### config.mk
export PLATFORM = sky130hd
export DESIGN_NAME = sbc_ctrl
export DESIGN_NICKNAME = d
export VERILOG_FILES = /design/src/core/sbc_pkg.sv /design/src/core/sbc_buf2.sv /design/src/core/sbc_ctrl.sv
export SDC_FILE = /design/constraint.sdc
export NUM_CORES = 1
export LEC_CHECK = 0
export BUFFER_PORTS_ARGS = -buffer_cell sky130_fd_sc_hd__buf_2
export CORE_MARGIN = 10
export CORE_UTILIZATION = 35
export CTS_CLUSTER_SIZE = 40
export DETAILED_ROUTE_END_ITERATION = 10
export PLACE_DENSITY_LB_ADDON = 0.12
export REMOVE_ABC_BUFFERS = 1
export SYNTH_ARGS = -nofsm -noshare
export SYNTH_HDL_FRONTEND = slang
export SYNTH_SLANG_ARGS = --single-unit
### constraint.sdc
create_clock -name clk_sys -period 4.2 [get_ports clk_sys]
set_input_delay 0.84 -clock clk_sys [delete_from_list [all_inputs] [get_ports clk_sys]]
set_output_delay 0.84 -clock clk_sys [all_outputs]
set_load 0.02 [all_outputs]
### src/core/sbc_pkg.sv
// Shared constants of the synthesizer and bit-rate control block.
package sbc_pkg;
  // Register indexes; the byte address is four times the index.
  localparam logic [7:0] IDX_CTRL = 8'h01; // Control bits.
  localparam logic [7:0] IDX_STAT = 8'h02; // Status bits.
  localparam logic [7:0] IDX_CF_MSB = 8'h07; // Carrier word bits 23:16.
  localparam logic [7:0] IDX_CF_MID = 8'h08; // Carrier word bits 15:8.
  localparam logic [7:0] IDX_CF_LSB = 8'h09; // Carrier word bits 7:0.
  localparam logic [7:0] IDX_BR_MSB = 8'h0a; // Divisor bits 15:8.
  localparam logic [7:0] IDX_BR_LSB = 8'h0b; // Divisor bits 7:0.
  // Control register field positions.
  localparam int C_SEQ = 0; // Built-in sequencer enable.
  localparam int C_TX = 1; // One selects transmit, zero receive.
  localparam int C_RUN = 2; // Start request.
  localparam int C_CONT = 3; // Continuous mode.
  localparam int C_GAUSS = 4; // Gaussian shaping enable.
  localparam int C_CLK_LO = 5; // Low bit of reference output select.
  localparam int C_CLK_HI = 7; // High bit of reference output select.
  localparam int C_EXTREF = 8; // External reference select.
  localparam int C_SLEEP = 9; // Sleep mode.
  localparam int C_LOCKMAP = 10; // Lock indicator mapped to its pin.
  localparam int C_MANPLL = 11; // Manual synthesizer enable.
  localparam int CTRL_W = 12; // Width of the control register.
  // Reset values.
  localparam logic [11:0] CTRL_RST = 12'h000; // Reference output on.
  localparam logic [23:0] CF_RST = 24'h00_0000; // Carrier word default.
  localparam logic [15:0] BR_RST = 16'h682b; // Divisor default.
  localparam logic [2:0] CLK_OFF = 3'h7; // Select code that stops output.
  // Synthesizer split of the carrier word.
  localparam int FRAC_W = 19; // Fractional modulator width.
  localparam int CF_W = 24; // Carrier word width.
  // Sequencer states.
  typedef enum logic [1:0] {
    SBC_IDLE,
    SBC_OSC,
    SBC_PLL,
    SBC_RUN
  } sbc_state_t;
endpackage

### src/core/sbc_buf2.sv
`timescale 1ns/1ps
// Two-entry buffer with valid and ready on both sides.
module sbc_buf2 #(
  parameter int W = 1
) (
  input wire logic clk_sys,
  input wire logic rstn,
  input wire logic in_valid,
  output logic in_ready,
  input wire logic [W-1:0] in_data,
  output logic out_valid,
  input wire logic out_ready,
  output logic [W-1:0] out_data
);
  logic [W-1:0] mem_q [2]; // Storage for the two entries.
  logic wr_q; // Write pointer.
  logic rd_q; // Read pointer.
  logic [1:0] cnt_q; // Number of entries held.
  logic push; // Entry accepted this cycle.
  logic pop; // Entry delivered this cycle.

  // Full and empty come straight from the count.
  assign in_ready = (cnt_q != 2'h2);
  assign out_valid = (cnt_q != 2'h0);
  assign out_data = mem_q[rd_q];
  assign push = in_valid && in_ready;
  assign pop = out_valid && out_ready;

  // Storage is written without reset; the count guards reads.
  always_ff @(posedge clk_sys) begin
    if (push) begin
      mem_q[wr_q] <= in_data;
    end
  end

  // Pointers move on every accepted push or pop; the count holds when both come in one cycle.
  always_ff @(posedge clk_sys) begin
    if (!rstn) begin
      wr_q <= 1'b0;
      rd_q <= 1'b0;
      cnt_q <= 2'h0;
    end else begin
      if (push) begin
        wr_q <= ~wr_q;
      end
      if (pop) begin
        rd_q <= ~rd_q;
      end
      cnt_q <= cnt_q + {1'b0, push} - {1'b0, pop};
    end
  end
endmodule // sbc_buf2

### src/core/sbc_ctrl.sv
`timescale 1ns/1ps
module sbc_ctrl #(
  parameter int AW = 12
) (
  input wire logic clk_sys,
  input wire logic rstn,
  input wire logic psel,
  input wire logic penable,
  input wire logic pwrite,
  input wire logic [AW-1:0] paddr,
  input wire logic [31:0] pwdata,
  output logic [31:0] prdata,
  output logic pready,
  output logic pslverr,
  input wire logic osc_stable_i,
  input wire logic pll_lock_i,
  input wire logic serial_data_pin,
  input wire logic mod_ready,
  output logic mod_bit,
  output logic mod_valid,
  output logic data_clock_pin,
  output logic general_pin_five,
  output logic lock_pin,
  output logic [4:0] synth_int,
  output logic [18:0] synth_frac,
  output logic carrier_update,
  output logic pll_en,
  output logic fine_cal,
  output logic coarse_cal,
  output logic rx_en,
  output logic tx_en,
  output logic external_reference_select
);
  initial begin
    if (AW < 10) begin
      $error("Address width too small for the register map.");
    end
  end

  // Register state.
  logic [sbc_pkg::CTRL_W-1:0] ctrl_q; // Control register.
  logic [7:0] cf_msb_q; // Pending carrier bits 23:16.
  logic [7:0] cf_mid_q; // Pending carrier bits 15:8.
  logic [sbc_pkg::CF_W-1:0] carrier_word_q; // Applied carrier word.
  logic [15:0] bit_rate_divisor_q; // Bit-rate divisor.
  logic [31:0] prdata_q; // Read data.
  logic pready_q; // Access-phase ready.
  logic pslverr_q; // Unmapped access flag.
  logic upd_q; // Carrier applied pulse.
  // Sequencer and timing state.
  sbc_pkg::sbc_state_t state_q; // Sequencer state.
  logic pll_en_q; // Synthesizer enable.
  logic fine_q; // Fine calibration pulse.
  logic coarse_q; // Coarse calibration pulse.
  logic coarse_done_q; // Coarse calibration already run.
  logic rx_q; // Receiver enable.
  logic tx_q; // Transmitter enable.
  logic lock_q; // Lock indicator.
  logic lock_pin_q; // Lock indicator on its pin.
  logic [15:0] bit_cnt_q; // Bit period counter.
  logic bitclk_q; // Data clock pulse.
  logic mod_bit_q; // Bit handed to the modulator.
  logic mod_vld_q; // Modulator bit valid.
  logic [7:0] div_q; // Free-running divider for the reference output.
  logic refout_q; // Reference output pin.
  // Combinational helpers.
  logic acc; // Access phase this cycle.
  logic wr; // Write takes effect this cycle.
  logic [7:0] idx; // Register index from the address.
  logic hit; // Address is word aligned within the map.
  logic go; // Sequencer start request.
  logic pll_en_d; // Next synthesizer enable.
  logic shaped; // Gaussian continuous transmit active.
  logic tick; // A new bit is due.
  logic [15:0] term; // Last count of a bit period.
  logic [2:0] clk_sel; // Reference output select.
  logic buf_in_ready; // Buffer can take a bit.
  logic buf_out_valid; // Buffer holds a bit.
  logic buf_out_bit; // Oldest buffered bit.
  logic buf_pop; // Modulator takes a bit this cycle.

  assign acc = psel && penable;
  assign wr = acc && pwrite && pready_q;
  assign idx = paddr[9:2];
  assign hit = (paddr[1:0] == 2'b00) && (paddr[AW-1:10] == '0);
  assign go = ctrl_q[sbc_pkg::C_SEQ] && ctrl_q[sbc_pkg::C_RUN] &&
              !ctrl_q[sbc_pkg::C_SLEEP];
  assign clk_sel = ctrl_q[sbc_pkg::C_CLK_HI:sbc_pkg::C_CLK_LO];

  // Ready is raised in the setup cycle so every access takes one wait-free
  // access phase; read data and error are latched at the same time.
  always_ff @(posedge clk_sys) begin
    if (!rstn) begin
      pready_q <= 1'b0;
      pslverr_q <= 1'b0;
      prdata_q <= 32'h0000_0000;
    end else begin
      pready_q <= psel && !penable;
      pslverr_q <= 1'b0;
      if (psel && !penable) begin
        prdata_q <= 32'h0000_0000;
        if (!hit) begin
          pslverr_q <= 1'b1;
        end else if (idx == sbc_pkg::IDX_CTRL) begin
          prdata_q <= {20'h0_0000, ctrl_q};
        end else if (idx == sbc_pkg::IDX_STAT) begin
          prdata_q <= {27'h000_0000, state_q, coarse_done_q, lock_q,
                       osc_stable_i};
        end else if (idx == sbc_pkg::IDX_CF_MSB) begin
          prdata_q <= {24'h00_0000, cf_msb_q};
        end else if (idx == sbc_pkg::IDX_CF_MID) begin
          prdata_q <= {24'h00_0000, cf_mid_q};
        end else if (idx == sbc_pkg::IDX_CF_LSB) begin
          prdata_q <= {24'h00_0000, carrier_word_q[7:0]};
        end else if (idx == sbc_pkg::IDX_BR_MSB) begin
          prdata_q <= {24'h00_0000, bit_rate_divisor_q[15:8]};
        end else if (idx == sbc_pkg::IDX_BR_LSB) begin
          prdata_q <= {24'h00_0000, bit_rate_divisor_q[7:0]};
        end else begin
          pslverr_q <= 1'b1;
        end
      end
    end
  end

  // Register writes; upper carrier bytes only wait for the low byte.
  always_ff @(posedge clk_sys) begin
    if (!rstn) begin
      ctrl_q <= sbc_pkg::CTRL_RST;
      cf_msb_q <= sbc_pkg::CF_RST[23:16];
      cf_mid_q <= sbc_pkg::CF_RST[15:8];
      carrier_word_q <= sbc_pkg::CF_RST;
      bit_rate_divisor_q <= sbc_pkg::BR_RST;
      upd_q <= 1'b0;
    end else begin
      upd_q <= 1'b0;
      if (wr && hit) begin
        if (idx == sbc_pkg::IDX_CTRL) begin
          ctrl_q <= pwdata[sbc_pkg::CTRL_W-1:0];
        end else if (idx == sbc_pkg::IDX_CF_MSB) begin
          cf_msb_q <= pwdata[7:0];
        end else if (idx == sbc_pkg::IDX_CF_MID) begin
          cf_mid_q <= pwdata[7:0];
        end else if (idx == sbc_pkg::IDX_CF_LSB) begin
          carrier_word_q <= {cf_msb_q, cf_mid_q, pwdata[7:0]};
          upd_q <= 1'b1;
        end else if (idx == sbc_pkg::IDX_BR_MSB) begin
          bit_rate_divisor_q[15:8] <= pwdata[7:0];
        end else if (idx == sbc_pkg::IDX_BR_LSB) begin
          bit_rate_divisor_q[7:0] <= pwdata[7:0];
        end
      end
    end
  end

  // Sequencer: oscillator, then synthesizer, then receive or transmit.
  always_ff @(posedge clk_sys) begin
    if (!rstn) begin
      state_q <= sbc_pkg::SBC_IDLE;
    end else if (!go) begin
      state_q <= sbc_pkg::SBC_IDLE;
    end else begin
      case (state_q)
        sbc_pkg::SBC_IDLE: begin
          state_q <= sbc_pkg::SBC_OSC;
        end
        sbc_pkg::SBC_OSC: begin
          if (osc_stable_i) begin
            state_q <= sbc_pkg::SBC_PLL;
          end
        end
        sbc_pkg::SBC_PLL: begin
          if (pll_lock_i) begin
            state_q <= sbc_pkg::SBC_RUN;
          end
        end
        default: begin
          state_q <= sbc_pkg::SBC_RUN;
        end
      endcase
    end
  end

  // The synthesizer runs in the sequencer's late states, or on the manual
  // bit when software sequences startup itself.
  always_comb begin
    if (ctrl_q[sbc_pkg::C_SEQ]) begin
      pll_en_d = go && ((state_q == sbc_pkg::SBC_PLL) ||
                        (state_q == sbc_pkg::SBC_RUN) ||
                        ((state_q == sbc_pkg::SBC_OSC) && osc_stable_i));
    end else begin
      pll_en_d = ctrl_q[sbc_pkg::C_MANPLL] && !ctrl_q[sbc_pkg::C_SLEEP];
    end
  end

  // Enables, calibration pulses and the lock indicator.
  always_ff @(posedge clk_sys) begin
    if (!rstn) begin
      pll_en_q <= 1'b0;
      fine_q <= 1'b0;
      coarse_q <= 1'b0;
      coarse_done_q <= 1'b0;
      rx_q <= 1'b0;
      tx_q <= 1'b0;
      lock_q <= 1'b0;
      lock_pin_q <= 1'b0;
    end else begin
      pll_en_q <= pll_en_d;
      fine_q <= pll_en_d && !pll_en_q;
      coarse_q <= osc_stable_i && !coarse_done_q;
      if (osc_stable_i) begin
        coarse_done_q <= 1'b1;
      end
      if (ctrl_q[sbc_pkg::C_SEQ]) begin
        rx_q <= go && (state_q == sbc_pkg::SBC_RUN) &&
                !ctrl_q[sbc_pkg::C_TX];
        tx_q <= go && (state_q == sbc_pkg::SBC_RUN) &&
                ctrl_q[sbc_pkg::C_TX];
      end else begin
        // Software alone decides when lock has been reached.
        rx_q <= ctrl_q[sbc_pkg::C_RUN] && !ctrl_q[sbc_pkg::C_TX];
        tx_q <= ctrl_q[sbc_pkg::C_RUN] && ctrl_q[sbc_pkg::C_TX];
      end
      lock_q <= pll_en_q && pll_lock_i;
      lock_pin_q <= ctrl_q[sbc_pkg::C_LOCKMAP] && pll_en_q &&
                    pll_lock_i;
    end
  end

  // Bit timer: one period is the divisor in reference cycles; it holds at
  // its last count while the buffer is full, so no bit is lost.
  assign shaped = ctrl_q[sbc_pkg::C_CONT] && ctrl_q[sbc_pkg::C_GAUSS] &&
                  tx_q;
  assign term = bit_rate_divisor_q - 16'h0001;
  assign tick = shaped && (bit_cnt_q >= term) && buf_in_ready;

  always_ff @(posedge clk_sys) begin
    if (!rstn) begin
      bit_cnt_q <= 16'h0000;
      bitclk_q <= 1'b0;
    end else begin
      bitclk_q <= tick;
      if (!shaped || tick) begin
        bit_cnt_q <= 16'h0000;
      end else if (bit_cnt_q < term) begin
        bit_cnt_q <= bit_cnt_q + 16'h0001;
      end
    end
  end

  // Shaped bits pass the buffer; plain continuous bits go straight on.
  assign buf_pop = buf_out_valid && mod_ready && shaped;
  sbc_buf2 #(
    .W(1)
  ) u_buf (
    .clk_sys(clk_sys),
    .rstn(rstn),
    .in_valid(tick),
    .in_ready(buf_in_ready),
    .in_data(serial_data_pin),
    .out_valid(buf_out_valid),
    .out_ready(mod_ready && shaped),
    .out_data(buf_out_bit)
  );

  always_ff @(posedge clk_sys) begin
    if (!rstn) begin
      mod_bit_q <= 1'b0;
      mod_vld_q <= 1'b0;
    end else if (ctrl_q[sbc_pkg::C_CONT] && !ctrl_q[sbc_pkg::C_GAUSS]) begin
      mod_bit_q <= serial_data_pin;
      mod_vld_q <= 1'b1;
    end else begin
      mod_vld_q <= buf_pop;
      if (buf_pop) begin
        mod_bit_q <= buf_out_bit;
      end
    end
  end

  // Reference output: divided by two to the select plus one, stopped
  // before the oscillator is stable, asleep, or on the off code.
  always_ff @(posedge clk_sys) begin
    if (!rstn) begin
      div_q <= 8'h00;
      refout_q <= 1'b0;
    end else begin
      div_q <= div_q + 8'h01;
      refout_q <= osc_stable_i && !ctrl_q[sbc_pkg::C_SLEEP] &&
                  (clk_sel != sbc_pkg::CLK_OFF) &&
                  div_q[clk_sel];
    end
  end

  assign prdata = prdata_q;
  assign pready = pready_q;
  assign pslverr = pslverr_q;
  assign mod_bit = mod_bit_q;
  assign mod_valid = mod_vld_q;
  assign data_clock_pin = bitclk_q;
  assign general_pin_five = refout_q;
  assign lock_pin = lock_pin_q;
  assign synth_int = carrier_word_q[23:sbc_pkg::FRAC_W];
  assign synth_frac = carrier_word_q[sbc_pkg::FRAC_W-1:0];
  assign carrier_update = upd_q;
  assign pll_en = pll_en_q;
  assign fine_cal = fine_q;
  assign coarse_cal = coarse_q;
  assign rx_en = rx_q;
  assign tx_en = tx_q;
  assign external_reference_select = ctrl_q[sbc_pkg::C_EXTREF];
endmodule // sbc_ctrl

Yosys cells after proc, flatten, opt, wreduce, memory -nomap -nowiden

Memory sizes are Yosys's and may differ from the RTL's. A register that Yosys moved wholly into a read port is not among the register bits.
Index checks and enable logic that the tools add are counted.

Add/subtract/negate cells: 5
Equality and inequality tests: 14
Reductions and logical operators: 60
Bitwise operators: 9
Order comparisons: 3
Mux-type cells: 32

Operators by type and width:

| operator                                                              | number |
|---|---|
| 8-bit two-way mux                                                     | 6 |
| 1-bit logical AND                                                     | 34 |
| 8-bit by 4-bit == test with 1-bit output (second input constant)      | 4 |
| 12-bit two-way mux                                                    | 2 |
| 1-bit two-way mux                                                     | 20 |
| 16-bit by 1-bit adder with 16-bit output (second input constant)      | 1 |
| 16-bit >= comparator                                                  | 1 |
| 16-bit < comparator                                                   | 1 |
| 16-bit by 1-bit subtractor with 16-bit output (second input constant) | 1 |
| 1-bit NOT                                                             | 9 |
| 8-bit by 1-bit adder with 8-bit output (second input constant)        | 1 |
| 8-bit by 1-bit == test with 1-bit output (second input constant)      | 1 |
| 8-bit by 2-bit == test with 1-bit output (second input constant)      | 1 |
| 8-bit by 3-bit == test with 1-bit output (second input constant)      | 1 |
| 2-bit AND reduction                                                   | 4 |
| 1-bit zero test                                                       | 7 |
| 7-bit AND reduction                                                   | 1 |
| 2-bit zero test                                                       | 3 |
| 2-bit != test (second input constant)                                 | 3 |
| 2-bit one-hot mux with 3 select lines                                 | 1 |
| 6-bit AND reduction                                                   | 1 |
| 5-bit AND reduction                                                   | 1 |
| 5-bit OR reduction                                                    | 1 |
| 2-bit == test (second input constant)                                 | 2 |
| other kinds (12)                                                      | 16 |

Word-level logic and storage cells: 152
Bits in writable memories: 2
Register bits: 145
Output and inout port bits: 70
Input port bits: 53
Memories kept: 1

Memory list:

| name        | words | bits a word | rd ports | clocked after Yosys merged registers in | write ports | line           | RTL |
|---|---|---|---|---|---|---|---|
| u_buf.mem_q | 2     | 1           | 1        | 1                                       | 1           | sbc_buf2.sv:15 | `logic [W-1:0] mem_q [2];` |

Logic depth before layout (Yosys ltp)

Gate-level depths: netlist of run 1.

Depth in word-level cells: 9
Mapped depth: 16
Depth with buffers taken out: 16

Modules after synthesis

Synthesis of run 1 repeated with hierarchy kept, for this count alone.

Cell total of the unflattened synthesis: 694
Area, all modules: 6244.7 um^2

Modules (own cells, without submodules):

| module   | instances | cells an instance | area each (um^2) | seq. area each (um^2) |
|---|---|---|---|---|
| sbc_ctrl | 1         | 667               | 5938.2           | 2402.3 |
| sbc_buf2 | 1         | 27                | 306.5            | 160.2 |

Least setup slack after synthesis of run 1

Ideal clock, no wire load.

Path type: flip-flop to flip-flop
Start point: reg bit_rate_divisor_q[0]
End point: reg u_buf.cnt_q[1]
Required time: 4072 ps
Path slack: 443 ps
Cell stages (with the launch flop): 15
Data arrival time: 3629 ps
Path buffers: 0
Period minus slack after synthesis: 3757 ps
Cell sequence: dfxtp_1 > or4_1 > nor4_1 > nand2_1 > nor3_1 > xnor2_1 > ha_1 > nand4_1 > nor3_1 > a22oi_1 > a211oi_1 > ha_1 > xor2_1 > xnor2_1 > nor2_1

Cells in the longest elaborated chain, start to end: 7

RTL lines:

| element                                       | line            | RTL |
|---|---|---|
| from (decl)                                   | sbc_ctrl.sv:45  | `logic [15:0] bit_rate_divisor_q;` |
| from (signal assigned)                        | sbc_ctrl.sv:133 | `bit_rate_divisor_q <= sbc_pkg::BR_RST;` |
| from (signal assigned)                        | sbc_ctrl.sv:150 | `bit_rate_divisor_q[7:0] <= pwdata[7:0];` |
| 16-bit by 1-bit subtractor with 16-bit output | sbc_ctrl.sv:234 | `assign term = bit_rate_divisor_q - 16'h0001;` |
| 16-bit >= comparator                          | sbc_ctrl.sv:235 | `assign tick = shaped && (bit_cnt_q >= term) && buf_in_ready;` |
| 1-bit logical AND (2 in a row)                | sbc_ctrl.sv:235 |  |
| named net tick                                | sbc_ctrl.sv:74  | `logic tick;` |
| 1-bit logical AND                             | sbc_buf2.sv:26  | `assign push = in_valid && in_ready;` |
| 2-bit by 1-bit adder with 2-bit output        | sbc_buf2.sv:49  | `cnt_q <= cnt_q + {1'b0, push} - {1'b0, pop};` |
| 2-bit by 1-bit subtractor with 2-bit output   | sbc_buf2.sv:49  |  |
| to (signal assigned)                          | sbc_buf2.sv:49  |  |
| to (decl)                                     | sbc_buf2.sv:18  | `logic [1:0] cnt_q;` |

The timed path passes the listed nets, and every way through them passes these cells.
A chain may end at the register's enable or synchronous reset.

Worst setup path in the final report of run 1

Start point: reg bit_rate_divisor_q[0]
End point: reg bit_cnt_q[15]

Cells in the longest elaborated chain, start to end: 6

RTL lines:

| element                                           | line            | RTL |
|---|---|---|
| 16-bit by 1-bit subtractor with 16-bit output (*) | sbc_ctrl.sv:234 |  |
| 16-bit >= comparator                              | sbc_ctrl.sv:235 |  |
| 1-bit logical AND (2 in a row)                    | sbc_ctrl.sv:235 |  |
| 1-bit logical OR                                  | sbc_ctrl.sv:243 | `if (!shaped \|\| tick) begin` |
| 2-bit OR reduction (no source line)               | n/a             |  |
| to (signal assigned)                              | sbc_ctrl.sv:246 | `bit_cnt_q <= bit_cnt_q + 16'h0001;` |
| to (decl)                                         | sbc_ctrl.sv:60  | `logic [15:0] bit_cnt_q;` |

Mark *: on every way between the ends. The rest lies on a longest branch, timed or not.

==> impl_metrics.toml, run 1 <==
[outcome]
status = "complete, no violations"

[final_layout]
utilization_pct = 42.3
antenna_cells = 0
multi_input_area_um2 = 3360
fillerInstances = 1732
finalNonFillerCells = 1008
area_delta_synth_final_pct = 18.3
final_layout_size_suffix_gt1_share_pct = 22.6
finalNetCount = 844
register_area_um2 = 2560

[timing]
tightest_slew_ps = 770
clock.fmax_mhz = 255
relSlewSlack_pct = 48.5
hold_viol = 0
setup_slack_ps = 281
post-route-period-util_pct = 93.3
drv_slew = 0
rsz0062_at_grt = "false"
hold_ws_ps = 444
setup_viol = 0
worst_clock_skew_ps = 9.47
fin_tns_setup_ps = 0
post-route-min-period_ps = 3920

[route]
wire_per_inst_um = 16.8
post-route-drc-count = 0
firstDrtPassIters = 5
antenna_left = 0
wirelength_um = 17000
vias = 5277
via_per_inst = 5.24
first_iter_violations = 347

[setup_path]
worstSetupPathType = "register to register"
arrival_ps = 4220
crit_fanout = 5
cp_slowest_stage_delay_ps = 560
critPathBufInv = 0
cp_cell_sequence = "or4_1 > nor4_1 > nand2_1 > nor3_1 > xnor2_1 > ha_1 > a211o_1 > and2_1 > or4_1 > or4_1 > a211oi_1"
crit_path_frequent_cell = "or4_1"
worstPathRequired_ps = 4500
critPathTopFamily = "simple AND/OR/NAND/NOR gates"
end_kind = "register"
slowest_stage = "or4_1"
cp-start-kind = "register"

[yosys]
yosys-top-cells-area = "dfxtp_1 (40%), nand3_1 (5.0%), nand2_1 (4.5%)"
ys_seq_area_share_pct = 41.3
syn_area_per_cell_um2 = 8.95
yosysTopAreaCellShare_pct = 40.3
synth-seq-cells = 127
ys_warn_count = 0
synth_area_leader_cell = "dfxtp_1"
synth_edf_count = 2
syn-instance-count = 694
syn-cell-area_um2 = 6210
synth_cell_type_count = 59
synthArstFlopShare_pct = 0
synth-main-ff-cell = "dfxtp_1"

[clock_network]
cts-htree-levels = 4
clkTransAtPathRegs_ps = 60
cts-root-buf = "clkbuf_16"
insertion_delay_ps = 420
post_cts_buffers = 0
cts_tree = "done"
cts_made_buffers = 17
cts_sinks = 127
clockBufferDepth = 2

[global_route]
grt_pass1_vias = 5221
grt_usage_pct = 14.3
antenna_found_initial = 0
grt_overflow = 0
grt_pass1_wl_um = 27600
grt_max_degree = 53

[die]
io_pins = 123
start_util_pct = 35.8
die_y_um = 153
rows = 48
core_um2 = 17400
dieArea_um2 = 23500
dieWidth_um = 153

[place]
pre_cts_ws_ps = 68.3
place_inst = 975
dp_hpwl_um = 12500
place_congestion = 0.801
portBuffers = 82

[hold_path]
min_path_type = "register to register"

[power]
ir_drop_uv = 272
p_per_area_nw_per_um2 = 368
p_leak_nw = 2.81

[job]
cap_violations = 0
cell families (layout without fill, tap and decap cells):
kind of cell	Yosys count	count (layout)	share of synthesized area, %
AO/OA/AOI/OAI	138	138	15.2
XOR/XNOR	22	22	3.10
adder cells (fa/ha/maj)	21	21	4.23
buffers and inverters	73	143	6.04
flip-flops	127	127	41.3
multiplexers	30	30	6.65
other	1	20	0.0604
AND/OR/NAND/NOR	282	282	23.4
path summary, 6_finish.rpt:
kind / start / to / slack (ps) / cells past startpoint
min reg2reg: pll_en$_SDFF_PN0_ / fine_cal$_SDFF_PN0_ / 440 / 1
min: pll_en$_SDFF_PN0_ / fine_cal$_SDFF_PN0_ / 440 / 1
max: bit_rate_divisor_q[0]$_SDFFE_PN1P_ / bit_cnt_q[15]$_SDFFE_PP0N_ / 280 / 11
max reg2reg: bit_rate_divisor_q[0]$_SDFFE_PN1P_ / bit_cnt_q[15]$_SDFFE_PP0N_ / 280 / 11
cells in the final DEF, fill, tap and decap left out, types with 9 or more instances in the layout:
master,n
nand3_1,62
mux4_2,9
or4_1,12
a22oi_1,10
dfxtp_1,125
nand4_1,12
nor3_1,9
nor2_1,46
a211oi_1,17
buf_2,82
ha_1,21
a21oi_1,23
mux2i_1,21
clkbuf_16,17
xnor2_1,13
o21ai_0,38
conb_1,20
or2_2,9
o31ai_1,9
nand2_1,75
and2_1,10
xor2_1,9
buf_4,17
inv_1,12
cell type report:
type                       instances  area share, %
sequential                       127           34.9
clock buffer                      19           6.03
tap                              225           3.83
clock inverter                    13           1.53
multi-input combinational        513           45.8
inverter                          12          0.613
timing repair buffer              99           7.32
timing repair:
| action | 4_1_cts | 5_1_grt |
|---|---|---|
| hold buffers | 0 | 0 |
| resized for setup | 0 | 3 |
| setup endpoints to repair | 0 | 15 |
flip-flops by register name, summed over array words and instances (netlist names), 2 cells and up, named ones only:
register / flops
bit_cnt_q: 16
bit_rate_divisor_q: 16
carrier_word_q: 24
cf_mid_q: 8
cf_msb_q: 8
ctrl_q: 12
div_q: 7
prdata: 12
state_q: 2
u_buf.cnt_q: 2
u_buf.mem_q: 2
worst register-to-register path, stage by stage, from the launching register on:
cell,delay (ps)
dfxtp_1,330
or4_1,560
nor4_1,330
nand2_1,150
nor3_1,220
xnor2_1,170
ha_1,270
a211o_1,350
and2_1,200
or4_1,530
or4_1,410
a211oi_1,280
through the flow:
stage	total power, mW	area [um^2]
final	2.70	7350
after global routing	2.80	7350
after CTS	2.74	7330
after detailed placement	1.34	6770
after global placement	1.34	6770
after floorplan	1.29	5950
layer usage:
layer | global-route usage (%) | vias to the layer above | share of wire (%)
met4 | 4.86 | 0 | 1.3
met5 | 0 | - | 0
met3 | 4.15 | 15 | 4.8
met1 | 19.2 | 2482 | 49
met2 | 21.3 | 141 | 45
li1 | - | 2639 | -
report_power, final:
group          internal [mW]  leakage, nW  switching (mW)
registers               1.21         1.03         0.00310
logic                 0.0265         1.51          0.0740
clock network          0.829        0.270           0.560
total                   2.07         2.81           0.637
cells in the mapped netlist, types with 10 or more instances:
| library cell | number |
|---|---|
| ha_1 | 21 |
| a21oi_1 | 23 |
| buf_4 | 22 |
| nor3_1 | 10 |
| or4_1 | 12 |
| o21ai_0 | 38 |
| nor2_1 | 46 |
| a211oi_1 | 17 |
| inv_1 | 12 |
| clkbuf_1 | 27 |
| xnor2_1 | 13 |
| dfxtp_1 | 125 |
| nand3_1 | 62 |
| and2_1 | 10 |
| nand4_1 | 12 |
| mux2i_1 | 21 |
| nand2_1 | 75 |
| a22oi_1 | 10 |
Note: power is estimated with default switching activity, not from simulation.
==> run 2: changes to the inputs <==
==> constraint.sdc (replaced) <==
create_clock -name clk_sys -period 5.01 [get_ports clk_sys]
set_input_delay 0.2505 -clock clk_sys [delete_from_list [all_inputs] [get_ports clk_sys]]
set_output_delay 0.2505 -clock clk_sys [all_outputs]
set_load 0.02 [all_outputs]
==> impl_metrics.toml, run 2 (synthesis results as in run 1) <==
[die]
dieArea_um2 = 23500
start_util_pct = 35.8
io_pins = 123
rows = 48
die_y_um = 153
core_um2 = 17400
dieWidth_um = 153

[route]
route.met2.wl_um = 7400
vias = 5268
wirelength_um = 16800
antenna_left = 0
met1_length_um = 8240
post-route-drc-count = 0
routed-wl-met3_um = 834
first_iter_violations = 352
wire_per_inst_um = 16.8
firstDrtPassIters = 5
via_per_inst = 5.27
top_layer_used = "met4"

[clock_network]
cts-htree-levels = 4
clkTransAtPathRegs_ps = 60
cts_made_buffers = 17
cts_sinks = 127
insertion_delay_ps = 420
cts_tree = "done"
ctsHoldBuffers = 0
post_cts_buffers = 0
cts-root-buf = "clkbuf_16"
clockBufferDepth = 2
cts_resized = 0

[final_layout]
finalNetCount = 836
top_register = "carrier_word_q"
final_layout_size_suffix_gt1_share_pct = 21.5
finalNonFillerCells = 1000
layout_common_cells = "dfxtp_1 (125), buf_2 (82), nand2_1 (75)"
final_common_cell = "dfxtp_1"
area_delta_synth_final_pct = 17.9
fillerInstances = 1740
top_regs = "carrier_word_q x24, bit_cnt_q x16, bit_rate_divisor_q x16"
antenna_cells = 0
utilization_pct = 42.2
largest_register_ffs = 24

[place]
place_congestion = 0.795
portBuffers = 82
place_inst = 968
pre_cts_ws_ps = 890
dp_hpwl_um = 12400

[setup_path]
end_kind = "register"
worstPathRequired_ps = 5310
worstSetupPathType = "register to register"
crit_fanout = 7
arrival_ps = 4440
cp-start-kind = "register"

[power]
ir_drop_uv = 227
p_clk_share_pct = 53.8
p_switching_mw = 0.558
p_int_mw = 1.83
power_mw = 2.39
combPwrFrac_pct = 3.5
swShare_pct = 23.4
sequentialPowerShare_pct = 42.7
p_per_area_nw_per_um2 = 326
p_leak_nw = 2.79

[timing]
clock.fmax_mhz = 242
setup_slack_ps = 876
fin_tns_setup_ps = 0
relSlewSlack_pct = 39.0
tightest_slew_ps = 915
setup_viol = 0
worst_clock_skew_ps = 6.78
drv_slew = 0
post-route-period-util_pct = 82.5
hold_viol = 0
rsz0062_at_grt = "false"
post-route-min-period_ps = 4130

[hold_path]
min_path_type = "primary input to register"

[global_route]
grt_overflow = 0
grt_usage_pct = 14.2
grt_pass1_vias = 5152
grt_max_degree = 53
grt_pass1_wl_um = 27400
antenna_found_initial = 0

[outcome]
status = "complete, no violations"

[job]
cap_violations = 0
[run 2: cell types whose count changed in the layout (fill, tap and decap cells not counted), sizes merged]
cell,delta
inv,+2
buf,-8
clkbuf,-2
clkinvlp,-1
clkinv,-1
bufinv,+2
[run 2: worst paths after layout]
| path | start | slack, ps | end | cells past startpoint |
|---|---|---|---|---|
| hold / removal | serial_data_pin | 40 | u_buf.mem_q[1]$_DFFE_PP_ | 1 |
| setup / recovery | bit_rate_divisor_q[0]$_SDFFE_PN1P_ | 880 | u_buf.cnt_q[1]$_SDFF_PN0_ | 15 |
| setup reg to reg | bit_rate_divisor_q[0]$_SDFFE_PN1P_ | 880 | u_buf.cnt_q[1]$_SDFF_PN0_ | 15 |
| hold reg to reg | pll_en$_SDFF_PN0_ | 450 | fine_cal$_SDFF_PN0_ | 1 |
[run 2: cell type report]
type                    instances  area (um^2)  area share, %
clock inverters                15          181           2.48
clock buffers                  17          425           5.81
inverters                      12         45.0          0.615
multi-input cells             513         3350           45.7
flip-flops and latches        127         2560           35.0
repair buffers                 91          478           6.53
well taps                     225          282           3.84
[run 2: power groups by stage]
stage | clock (mW) | combinational, mW | sequential (mW)
5_1_grt | 1.34 | 0.0915 | 1.02
6_report | 1.28 | 0.0838 | 1.02
3_5_place_dp | 0 | 0.0835 | 1.04
4_1_cts | 1.31 | 0.0837 | 1.02
2_1_floorplan | 0 | 0.0349 | 1.04
3_3_place_gp | 0 | 0.0826 | 1.04
[run 2: stage by stage]
stage	hold WS, ps	instance area (um^2)
2_1_floorplan	312	5950
3_3_place_gp	428	6720
3_5_place_dp	444	6720
4_1_cts	31.7	7320
5_1_grt	41.4	7320
6_report	44.9	7320
[run 2: worst max-delay path, stage by stage, from the launching register on]
cell      delay, ps
dfxtp_1         340
or4_1           560
nor4_1          220
buf_4           190
nand2_1          80
nor3_1          210
xnor2_1         110
ha_1            300
nand4_1         250
nor3_1          390
nor4_1          150
a211oi_1        570
ha_1            270
xor2_1          180
xnor2_1         130
nor2_1           50
[run 2: metal layers]
layer | global-route usage (%) | up-vias
met2 | 21.4 | 125
met1 | 18.9 | 2500
met4 | 5.99 | 0
met5 | 0 | -
li1 | - | 2620
met3 | 3.48 | 23
